## config.mk

```make
export PLATFORM = sky130hd
export DESIGN_NAME = irq_flag_priority_regs
export DESIGN_NICKNAME = d
export VERILOG_FILES = /design/src/include/irq_regs_pkg.sv /design/src/rtl/irq_prio_select.sv /design/src/rtl/irq_flag_priority_regs.sv
export SDC_FILE = /design/constraint.sdc
export NUM_CORES = 1
export LEC_CHECK = 0
export BUFFER_PORTS_ARGS = -buffer_cell sky130_fd_sc_hd__buf_4
export CAP_MARGIN = 20
export CORE_UTILIZATION = 40
export CTS_CLUSTER_DIAMETER = 150
export CTS_CLUSTER_SIZE = 10
export DETAILED_ROUTE_END_ITERATION = 6
export PLACE_DENSITY = 0.64
export SYNTH_ARGS = -nofsm -noshare
export SYNTH_HDL_FRONTEND = slang
export SYNTH_SLANG_ARGS = --single-unit
```

## constraint.sdc

```tcl
create_clock -name ref_clk -period 10.7 [get_ports ref_clk]
set_input_delay 1.605 -clock ref_clk [delete_from_list [all_inputs] [get_ports ref_clk]]
set_output_delay 1.605 -clock ref_clk [all_outputs]
set_load 0.01 [all_outputs]
```

## src/include/irq_regs_pkg.sv

```systemverilog
// Shared constants and types for the interrupt flag and priority register slice.
// Assumes one clock domain and a single AHB-Lite master with 32-bit word access.
package irq_regs_pkg;

    // Register byte offsets
    localparam logic [7:0] OFF_PEND0 = 8'h00;
    localparam logic [7:0] OFF_PRIO5 = 8'h04;
    localparam logic [7:0] OFF_PRIO6 = 8'h08;
    localparam logic [7:0] OFF_PRIO_LOCAL = 8'h0c;
    localparam logic [7:0] OFF_PENDX = 8'h10;
    localparam logic [7:0] OFF_EVT_STATUS = 8'h14;
    localparam logic [7:0] OFF_EVT_MASK = 8'h18;
    localparam logic [7:0] OFF_REQ_STATE = 8'h1c;

    // Field positions
    localparam int PEND0_EXT0_BIT = 0;
    localparam int PEND0_CAP1_BIT = 1;
    localparam int PEND0_CMP1_BIT = 2;
    localparam int PENDX_EXT1_BIT = 0;
    localparam int PENDX_T4_BIT = 1;
    localparam int PRIO5_EXT1_LSB = 0;
    localparam int PRIO6_T4_LSB = 12;
    localparam int LOCAL_EXT0_LSB = 0;
    localparam int LOCAL_CAP1_LSB = 4;
    localparam int LOCAL_CMP1_LSB = 8;
    localparam int REQ_VALID_BIT = 8;
    localparam int REQ_SRC_LSB = 4;

    // Widths and reset values
    localparam int NUM_SRC = 5;
    localparam int LVL_W = 3;
    localparam logic [2:0] PRIO_RESET = 3'h4;
    localparam logic [2:0] PRIO_DISABLED = 3'h0;
    localparam logic [4:0] MASK_RESET = 5'h00;

    // Source numbering, also the pending-vector index
    typedef enum logic [2:0] {
        SRC_EXT0 = 3'b000,
        SRC_CAP1 = 3'b001,
        SRC_CMP1 = 3'b010,
        SRC_EXT1 = 3'b011,
        SRC_T4 = 3'b100
    } irq_src_t;

    // One-cycle event pulses from the peripherals, bit order as irq_src_t
    typedef struct packed {
        logic timer4;
        logic ext1;
        logic compare1;
        logic capture1;
        logic ext0;
    } irq_events_t;

    // Request presented to the core
    typedef struct packed {
        logic valid;
        irq_src_t source;
        logic [2:0] level;
    } irq_req_t;

    // Captured AHB address phase
    typedef struct packed {
        logic write;
        logic [7:0] offset;
    } ahb_phase_t;

    // Extract a 3-bit priority field
    function automatic logic [2:0] prio_field(input logic [15:0] r, input int lsb);
        return r[lsb +: 3];
    endfunction

endpackage

```

## src/rtl/irq_prio_select.sv

```systemverilog
// Picks the highest-priority pending source and registers the result.
// Assumes pending flags and levels come from logic on the same clock.
`timescale 1ns/10ps
module irq_prio_select import irq_regs_pkg::*; #(
    parameter int N_SRC = NUM_SRC
) (
    // Clock and reset
    input wire logic ref_clk,
    input wire logic reset,
    // Candidates
    input wire logic [N_SRC-1:0] pend,
    input wire logic [N_SRC*LVL_W-1:0] levels,
    // Winner
    output irq_req_t req_r
);

    irq_req_t req_nxt;
    logic [LVL_W-1:0] lvl;

    // Strict compare, so the lowest source number wins a tie
    always_comb begin
        req_nxt = '{valid: 1'b0, source: SRC_EXT0, level: PRIO_DISABLED};
        lvl = PRIO_DISABLED;
        for (int i = 0; i < N_SRC; i++) begin
            lvl = levels[i*LVL_W +: LVL_W];
            if (pend[i] && lvl != PRIO_DISABLED && lvl > req_nxt.level) begin
                req_nxt.valid = 1'b1;
                req_nxt.source = irq_src_t'(3'(i));
                req_nxt.level = lvl;
            end
        end
    end

    // Registered so the core sees a clean request
    always_ff @(posedge ref_clk) begin
        if (reset) begin
            req_r <= '{valid: 1'b0, source: SRC_EXT0, level: PRIO_DISABLED};
        end else begin
            req_r <= req_nxt;
        end
    end

endmodule

```

## src/rtl/irq_flag_priority_regs.sv

```systemverilog
// Interrupt pending flags, priority fields and request selection behind an AHB-Lite slave.
// Assumes event pulses and bus signals are synchronous to ref_clk; word accesses only.
//
// How it works
// - compare channel 1 flag at bit 2
// - capture channel 1 flag at bit 1
// - external interrupt 0 flag at bit 0
// - priority code 111 means level 7, highest
// - code 001 is level 1, linear between
// - code 000 disables the source entirely; here only core_req ignores it, irq_out still follows evt_mask_r
// - ext irq1 priority bits 2:0, resets 100
// - timer4 priority bits 14:12, resets 100, optional
// - unimplemented bits ignore writes, read zero
//
// The register offsets and the AHB-Lite register port are this design's own decisions.
`timescale 1ns/10ps
module irq_flag_priority_regs import irq_regs_pkg::*; #(
    parameter bit HAS_TIMER4 = 1'b1
) (
    // Clock and reset
    input wire logic ref_clk,
    input wire logic reset,
    // AHB-Lite slave
    input wire logic hsel,
    input wire logic [31:0] haddr,
    input wire logic [1:0] htrans,
    input wire logic hwrite,
    input wire logic [2:0] hsize,
    input wire logic [31:0] hwdata,
    input wire logic hready,
    output logic hreadyout,
    output logic hresp,
    output logic [31:0] hrdata,
    // Peripheral events
    input wire irq_events_t event_in,
    // Core side
    output irq_req_t core_req,
    output logic irq_out
);

    // Register state
    logic [2:0] pend0_r;
    logic [1:0] pendx_r;
    logic [2:0] ext1_prio_r;
    logic [2:0] t4_prio_r;
    logic [2:0] ext0_prio_r;
    logic [2:0] cap1_prio_r;
    logic [2:0] cmp1_prio_r;
    logic [NUM_SRC-1:0] evt_status_r;
    logic [NUM_SRC-1:0] evt_mask_r;
    logic [31:0] hrdata_r;
    ahb_phase_t phase_r;
    logic wr_pend_r;

    // Decode helpers
    logic addr_ok;
    logic accept;
    logic rd_accept;
    logic wr_now;
    logic [7:0] wr_off;
    logic [15:0] wdata16;
    logic [15:0] prio5_view;
    logic [15:0] prio6_view;
    logic [15:0] local_view;
    logic [NUM_SRC-1:0] pend_vec;
    logic [NUM_SRC*LVL_W-1:0] lvl_vec;
    logic t4_event;

    // True when the offset lands on a mapped word
    function automatic logic reg_hit(input logic [31:0] a);
        logic hit;
        hit = 1'b0;
        if (a[31:8] == 24'h000000 && a[1:0] == 2'b00) begin
            case (a[7:0])
                OFF_PEND0, OFF_PRIO5, OFF_PRIO6, OFF_PRIO_LOCAL,
                OFF_PENDX, OFF_EVT_STATUS, OFF_EVT_MASK, OFF_REQ_STATE: hit = 1'b1;
                default: hit = 1'b0;
            endcase
        end
        return hit;
    endfunction

    // Zero-wait slave; every transfer gets OKAY
    assign hreadyout = 1'b1;
    assign hresp = 1'b0;
    assign hrdata = hrdata_r;

    // Address phase qualification
    assign addr_ok = reg_hit(haddr);
    assign accept = hsel && htrans[1] && hready;
    assign rd_accept = accept && !hwrite;
    assign wr_now = wr_pend_r && phase_r.write;
    assign wr_off = phase_r.offset;
    assign wdata16 = hwdata[15:0];

    // Absent timer4 variant sees no events from it
    assign t4_event = HAS_TIMER4 && event_in.timer4;

    // Register views; unused bits are constant zero
    always_comb begin
        prio5_view = 16'h0000;
        prio6_view = 16'h0000;
        local_view = 16'h0000;
        prio5_view[PRIO5_EXT1_LSB +: 3] = ext1_prio_r;
        prio6_view[PRIO6_T4_LSB +: 3] = t4_prio_r;
        local_view[LOCAL_EXT0_LSB +: 3] = ext0_prio_r;
        local_view[LOCAL_CAP1_LSB +: 3] = cap1_prio_r;
        local_view[LOCAL_CMP1_LSB +: 3] = cmp1_prio_r;
    end

    // Capture the address phase; writes commit in the data phase
    always_ff @(posedge ref_clk) begin
        if (reset) begin
            wr_pend_r <= 1'b0;
            phase_r <= '{write: 1'b0, offset: 8'h00};
        end else begin
            wr_pend_r <= accept && hwrite && addr_ok;
            if (accept) begin
                phase_r <= '{write: hwrite, offset: haddr[7:0]};
            end
        end
    end

    // Read data is latched at the address phase so it stands in the data phase
    always_ff @(posedge ref_clk) begin
        if (reset) begin
            hrdata_r <= 32'h00000000;
        end else if (rd_accept) begin
            hrdata_r <= 32'h00000000;
            if (addr_ok) begin
                case (haddr[7:0])
                    OFF_PEND0: hrdata_r[2:0] <= pend0_r;
                    OFF_PRIO5: hrdata_r[15:0] <= prio5_view;
                    OFF_PRIO6: hrdata_r[15:0] <= prio6_view;
                    OFF_PRIO_LOCAL: hrdata_r[15:0] <= local_view;
                    OFF_PENDX: hrdata_r[1:0] <= pendx_r;
                    OFF_EVT_STATUS: hrdata_r[NUM_SRC-1:0] <= evt_status_r;
                    OFF_EVT_MASK: hrdata_r[NUM_SRC-1:0] <= evt_mask_r;
                    OFF_REQ_STATE: begin
                        hrdata_r[REQ_VALID_BIT] <= core_req.valid;
                        hrdata_r[REQ_SRC_LSB +: 3] <= core_req.source;
                        hrdata_r[2:0] <= core_req.level;
                    end
                    default: hrdata_r <= 32'h00000000;
                endcase
            end
        end
    end

    // First flag register; an event in the clearing cycle wins
    always_ff @(posedge ref_clk) begin
        if (reset) begin
            pend0_r <= 3'h0;
        end else begin
            if (wr_now && wr_off == OFF_PEND0) begin
                pend0_r <= wdata16[2:0];
            end
            if (event_in.ext0) begin
                pend0_r[PEND0_EXT0_BIT] <= 1'b1;
            end
            if (event_in.capture1) begin
                pend0_r[PEND0_CAP1_BIT] <= 1'b1;
            end
            if (event_in.compare1) begin
                pend0_r[PEND0_CMP1_BIT] <= 1'b1;
            end
        end
    end

    // Pending flags of the two sources whose flags live elsewhere
    always_ff @(posedge ref_clk) begin
        if (reset) begin
            pendx_r <= 2'h0;
        end else begin
            if (wr_now && wr_off == OFF_PENDX) begin
                pendx_r[PENDX_EXT1_BIT] <= wdata16[PENDX_EXT1_BIT];
                pendx_r[PENDX_T4_BIT] <= HAS_TIMER4 && wdata16[PENDX_T4_BIT];
            end
            if (event_in.ext1) begin
                pendx_r[PENDX_EXT1_BIT] <= 1'b1;
            end
            if (t4_event) begin
                pendx_r[PENDX_T4_BIT] <= 1'b1;
            end
        end
    end

    // External interrupt 1 priority
    always_ff @(posedge ref_clk) begin
        if (reset) begin
            ext1_prio_r <= PRIO_RESET;
        end else if (wr_now && wr_off == OFF_PRIO5) begin
            ext1_prio_r <= prio_field(wdata16, PRIO5_EXT1_LSB);
        end
    end

    // Timer4 priority; held at zero when the variant lacks the timer
    always_ff @(posedge ref_clk) begin
        if (reset) begin
            t4_prio_r <= HAS_TIMER4 ? PRIO_RESET : PRIO_DISABLED;
        end else if (HAS_TIMER4 && wr_now && wr_off == OFF_PRIO6) begin
            t4_prio_r <= prio_field(wdata16, PRIO6_T4_LSB);
        end
    end

    // Priorities of the three flagged sources
    always_ff @(posedge ref_clk) begin
        if (reset) begin
            ext0_prio_r <= PRIO_RESET;
            cap1_prio_r <= PRIO_RESET;
            cmp1_prio_r <= PRIO_RESET;
        end else if (wr_now && wr_off == OFF_PRIO_LOCAL) begin
            ext0_prio_r <= prio_field(wdata16, LOCAL_EXT0_LSB);
            cap1_prio_r <= prio_field(wdata16, LOCAL_CAP1_LSB);
            cmp1_prio_r <= prio_field(wdata16, LOCAL_CMP1_LSB);
        end
    end

    // Sticky event status, cleared by reading it; a new event beats the clear
    always_ff @(posedge ref_clk) begin
        if (reset) begin
            evt_status_r <= '0;
        end else begin
            if (rd_accept && haddr == {24'h000000, OFF_EVT_STATUS}) begin
                evt_status_r <= {t4_event, event_in.ext1, event_in.compare1,
                                 event_in.capture1, event_in.ext0};
            end else begin
                evt_status_r <= evt_status_r | {t4_event, event_in.ext1, event_in.compare1,
                                                 event_in.capture1, event_in.ext0};
            end
        end
    end

    // Interrupt mask, same layout as the status
    always_ff @(posedge ref_clk) begin
        if (reset) begin
            evt_mask_r <= MASK_RESET;
        end else if (wr_now && wr_off == OFF_EVT_MASK) begin
            evt_mask_r <= wdata16[NUM_SRC-1:0];
        end
    end

    // Level interrupt while any unmasked status bit is set
    always_ff @(posedge ref_clk) begin
        if (reset) begin
            irq_out <= 1'b0;
        end else begin
            irq_out <= |(evt_status_r & evt_mask_r);
        end
    end

    // Candidate vectors in source order
    assign pend_vec = {pendx_r[PENDX_T4_BIT], pendx_r[PENDX_EXT1_BIT],
                       pend0_r[PEND0_CMP1_BIT], pend0_r[PEND0_CAP1_BIT], pend0_r[PEND0_EXT0_BIT]};
    assign lvl_vec = {t4_prio_r, ext1_prio_r, cmp1_prio_r, cap1_prio_r, ext0_prio_r};

    // Priority selection, one cycle after flags or levels change
    irq_prio_select #(
        .N_SRC(NUM_SRC)
    ) u_select (
        .ref_clk(ref_clk),
        .reset(reset),
        .pend(pend_vec),
        .levels(lvl_vec),
        .req_r(core_req)
    );

endmodule

```

==> summary.txt <==
Drt
  – DRT Wirelength: 8700 µm
  – Via count: 2,959
  – Met2 WL post-DR: 4030 µm
  – Metal-1 WL: 3830 µm
  – Max layer used: met4
  – Antenna viol nets, final: 0
  – DRC viols: 0
  – DRT Pass-1 Iters: 4
  – First DRT Iteration DRCs: 170
  – Routed len/inst: 15.8 µm
  – Met3 WL post-DR: 722 µm
  – Via density: 5.36

Synth
  – Yosys reg bits: 61
  – Commonest register cell after synthesis: dfxtp_1
  – Syn Area/Cell: 8.52 µm²
  – Seq/Total Area, Yosys: 38.2%
  – Cells after Synth: 375
  – Synth cell types: 53
  – Async set-reset flop share out of synthesis: 0%
  – Number of synthesized flops with an enable pin: 0
  – YS warnings: 0
  – Post-Syn Area: 3190 µm²

Timing
  – Worst-Margin Slew: 1050 ps
  – Slew Viols, Final: 0
  – Final min period: 5850 ps
  – Crit share post-route: 54.7%
  – Final setup vio count: 0
  – Final Skew: 6.72 ps
  – Max Freq: 171 MHz
  – RSZ-0062 raised after global routing: false
  – Relative slew slack: 29.3%
  – Final hold vios: 0
  – Total negative setup slack: 0 ps

CTS
  – CTS Hold Bufs: 0
  – Skew-Pair Late Insertion Delay: 340 ps
  – Number of CTS-inserted buffers: 9
  – Post-CTS sizing: 0
  – CTS tree: yes
  – # Post-CTS Setup Buffers: 0
  – H-tree levels: 3
  – Clock Pin Slew Worst Setup and Hold Paths: 70 ps
  – Max clock buf depth: 2
  – CTS root buf: clkbuf_8
  – Num Clock Sinks: 61

Floorplan
  – Die Width: 91.4 µm
  – IO Count: 121
  – Row cnt: 32
  – Initial Utilization: 41.3%
  – Die Ht: 91.4 µm
  – Core footprint: 7730 µm²
  – DIE AREA: 8350 µm²

Worst setup path
  – Critical path arrival: 6110 ps
  – Critical setup path kind: reg2reg
  – Crit path required time: 10,960 ps
  – Crit-path max FO: 10
  – Startpoint types: flop
  – CP endpoint kind: flop

Finish
  – Final instance area: 3960 µm²
  – Ant diodes: 0
  – Leading cell type in the layout, fill and taps excluded: buf_4
  – P&R area growth vs syn: 23.9%
  – Commonest non-fill, non-tap cells in the layout: buf_4 (77), dfxtp_1 (61), nand2_1 (40), a21oi_1 (35), nor2_1 (33)
  – Non-Filler Instances: 552
  – # nets final: 535
  – Share of cells above drive strength 1: 23.3%

Status
  – Status: finished clean

Place
  – Placed inst area: 3760 µm²
  – DP HPWL: 6610 µm
  – PortBufs: 76
  – GP Congestion: 0.846
  – Placed Cells: 537

Global routing
  – First-pass GRT wire length: 13,600 µm
  – Grt total ovfl: 0
  – Antenna violations before repair: 0
  – Vias in the first global route: 2,747
  – Largest net degree at the start of global routing: 51
  – Overall Global Routing Usage: 21.1%

Hold path
  – Min-delay worst type: reg2reg

Power
  – Leak: 1.76 nW
  – Cell Pwr Density: 129 nW/µm²
  – VDD IR max: 0.0701 mV

Run
  – Max Cap Viol: 0
[per-stage QoR]
step           utilization, %  hold WS [ps]  power, mW  worst slack, ps
2_1_floorplan               -           433      0.284             5750
3_3_place_gp             48.6           441      0.307             5090
3_5_place_dp             48.6           446      0.309             4920
4_1_cts                  51.2           462      0.515             4910
5_1_grt                  51.2           481      0.533             4440
6_report                 51.2           459      0.512             4850
[logic make-up after synthesis]
family / after synthesis / share of synthesized area (%)
buffers and inverters: 55 / 8.93
muxes: 25 / 8.34
DFF: 61 / 38.2
and+or+nand+nor: 121 / 18.1
adders and majority gates: 10 / 3.92
other: 2 / 0.235
AOI/OAI and AO/OA: 101 / 22.2
[sequential cells by signal, summed over array words and instances, names as in the netlist, 5 cells and up]
register,count
wr_off,8
hrdata,13
evt_mask_r,5
u_select.req_r,7
evt_status_r,5
[worst paths after layout]
kind                                 start           endpoint  slack (ps)  depth (start not counted)
worst max-delay path            pend0_r[0]  u_select.req_r[0]        4850                         21
worst min-delay path             wr_off[6]          wr_off[6]         460                          2
worst min register to register   wr_off[6]          wr_off[6]         460                          2
worst max register to register  pend0_r[0]  u_select.req_r[0]        4850                         21
[power by group]
group          switching (mW)  internal, mW
combinational          0.0339        0.0303
sequential            0.00632         0.234
clock                  0.0896         0.118
total                   0.130         0.382
[critical path, cell delays in order, from the launching register on]
cell	delay, ps
dfxtp_1	510
nand2_1	130
ha_1	320
and3_4	190
a211oi_4	380
o21ai_0	260
a21o_1	230
ha_1	170
nand2b_1	170
o32ai_4	380
mux2i_1	170
ha_1	320
a21o_1	120
a21oi_1	70
a311oi_1	670
inv_1	210
mux2_2	340
ha_1	290
a31oi_1	200
o21a_1	290
a21oi_1	80
a221oi_2	250
[synthesized netlist by cell type (4+ instances only)]
cell,count,area (µm²)
and3_1,7,43.8
nand3_1,4,20.0
a22oi_1,8,60.1
nand2_1,40,150
or2_2,4,25.0
nor3_1,5,25.0
mux2i_1,21,210
dfxtp_1,61,1220
o31ai_1,4,30.0
clkbuf_1,13,48.8
o21a_1,4,30.0
nor4_1,9,56.3
inv_1,19,71.3
ha_1,10,125
o21ai_0,13,65.1
nor2_1,33,124
a22o_1,5,43.8
buf_4,21,158
a21o_1,4,30.0
a21oi_1,35,175
[cell type report]
class                      instances  area [µm²]
multi-input combinational        278        1760
clock buffer                      11         151
sequential                        61        1220
fill                             761        3770
timing repair buffer              77         578
tap                              102         128
clock inverter                     4        47.5
inverter                          19        71.3
[per-layer routing]
metal	track usage, %	vias up
li1	-	1444
met1	27.4	1372
met5	0	-
met3	4.86	13
met2	34.9	130
met4	6.35	0
No activity file was read; power rests on OpenSTA's default activity.
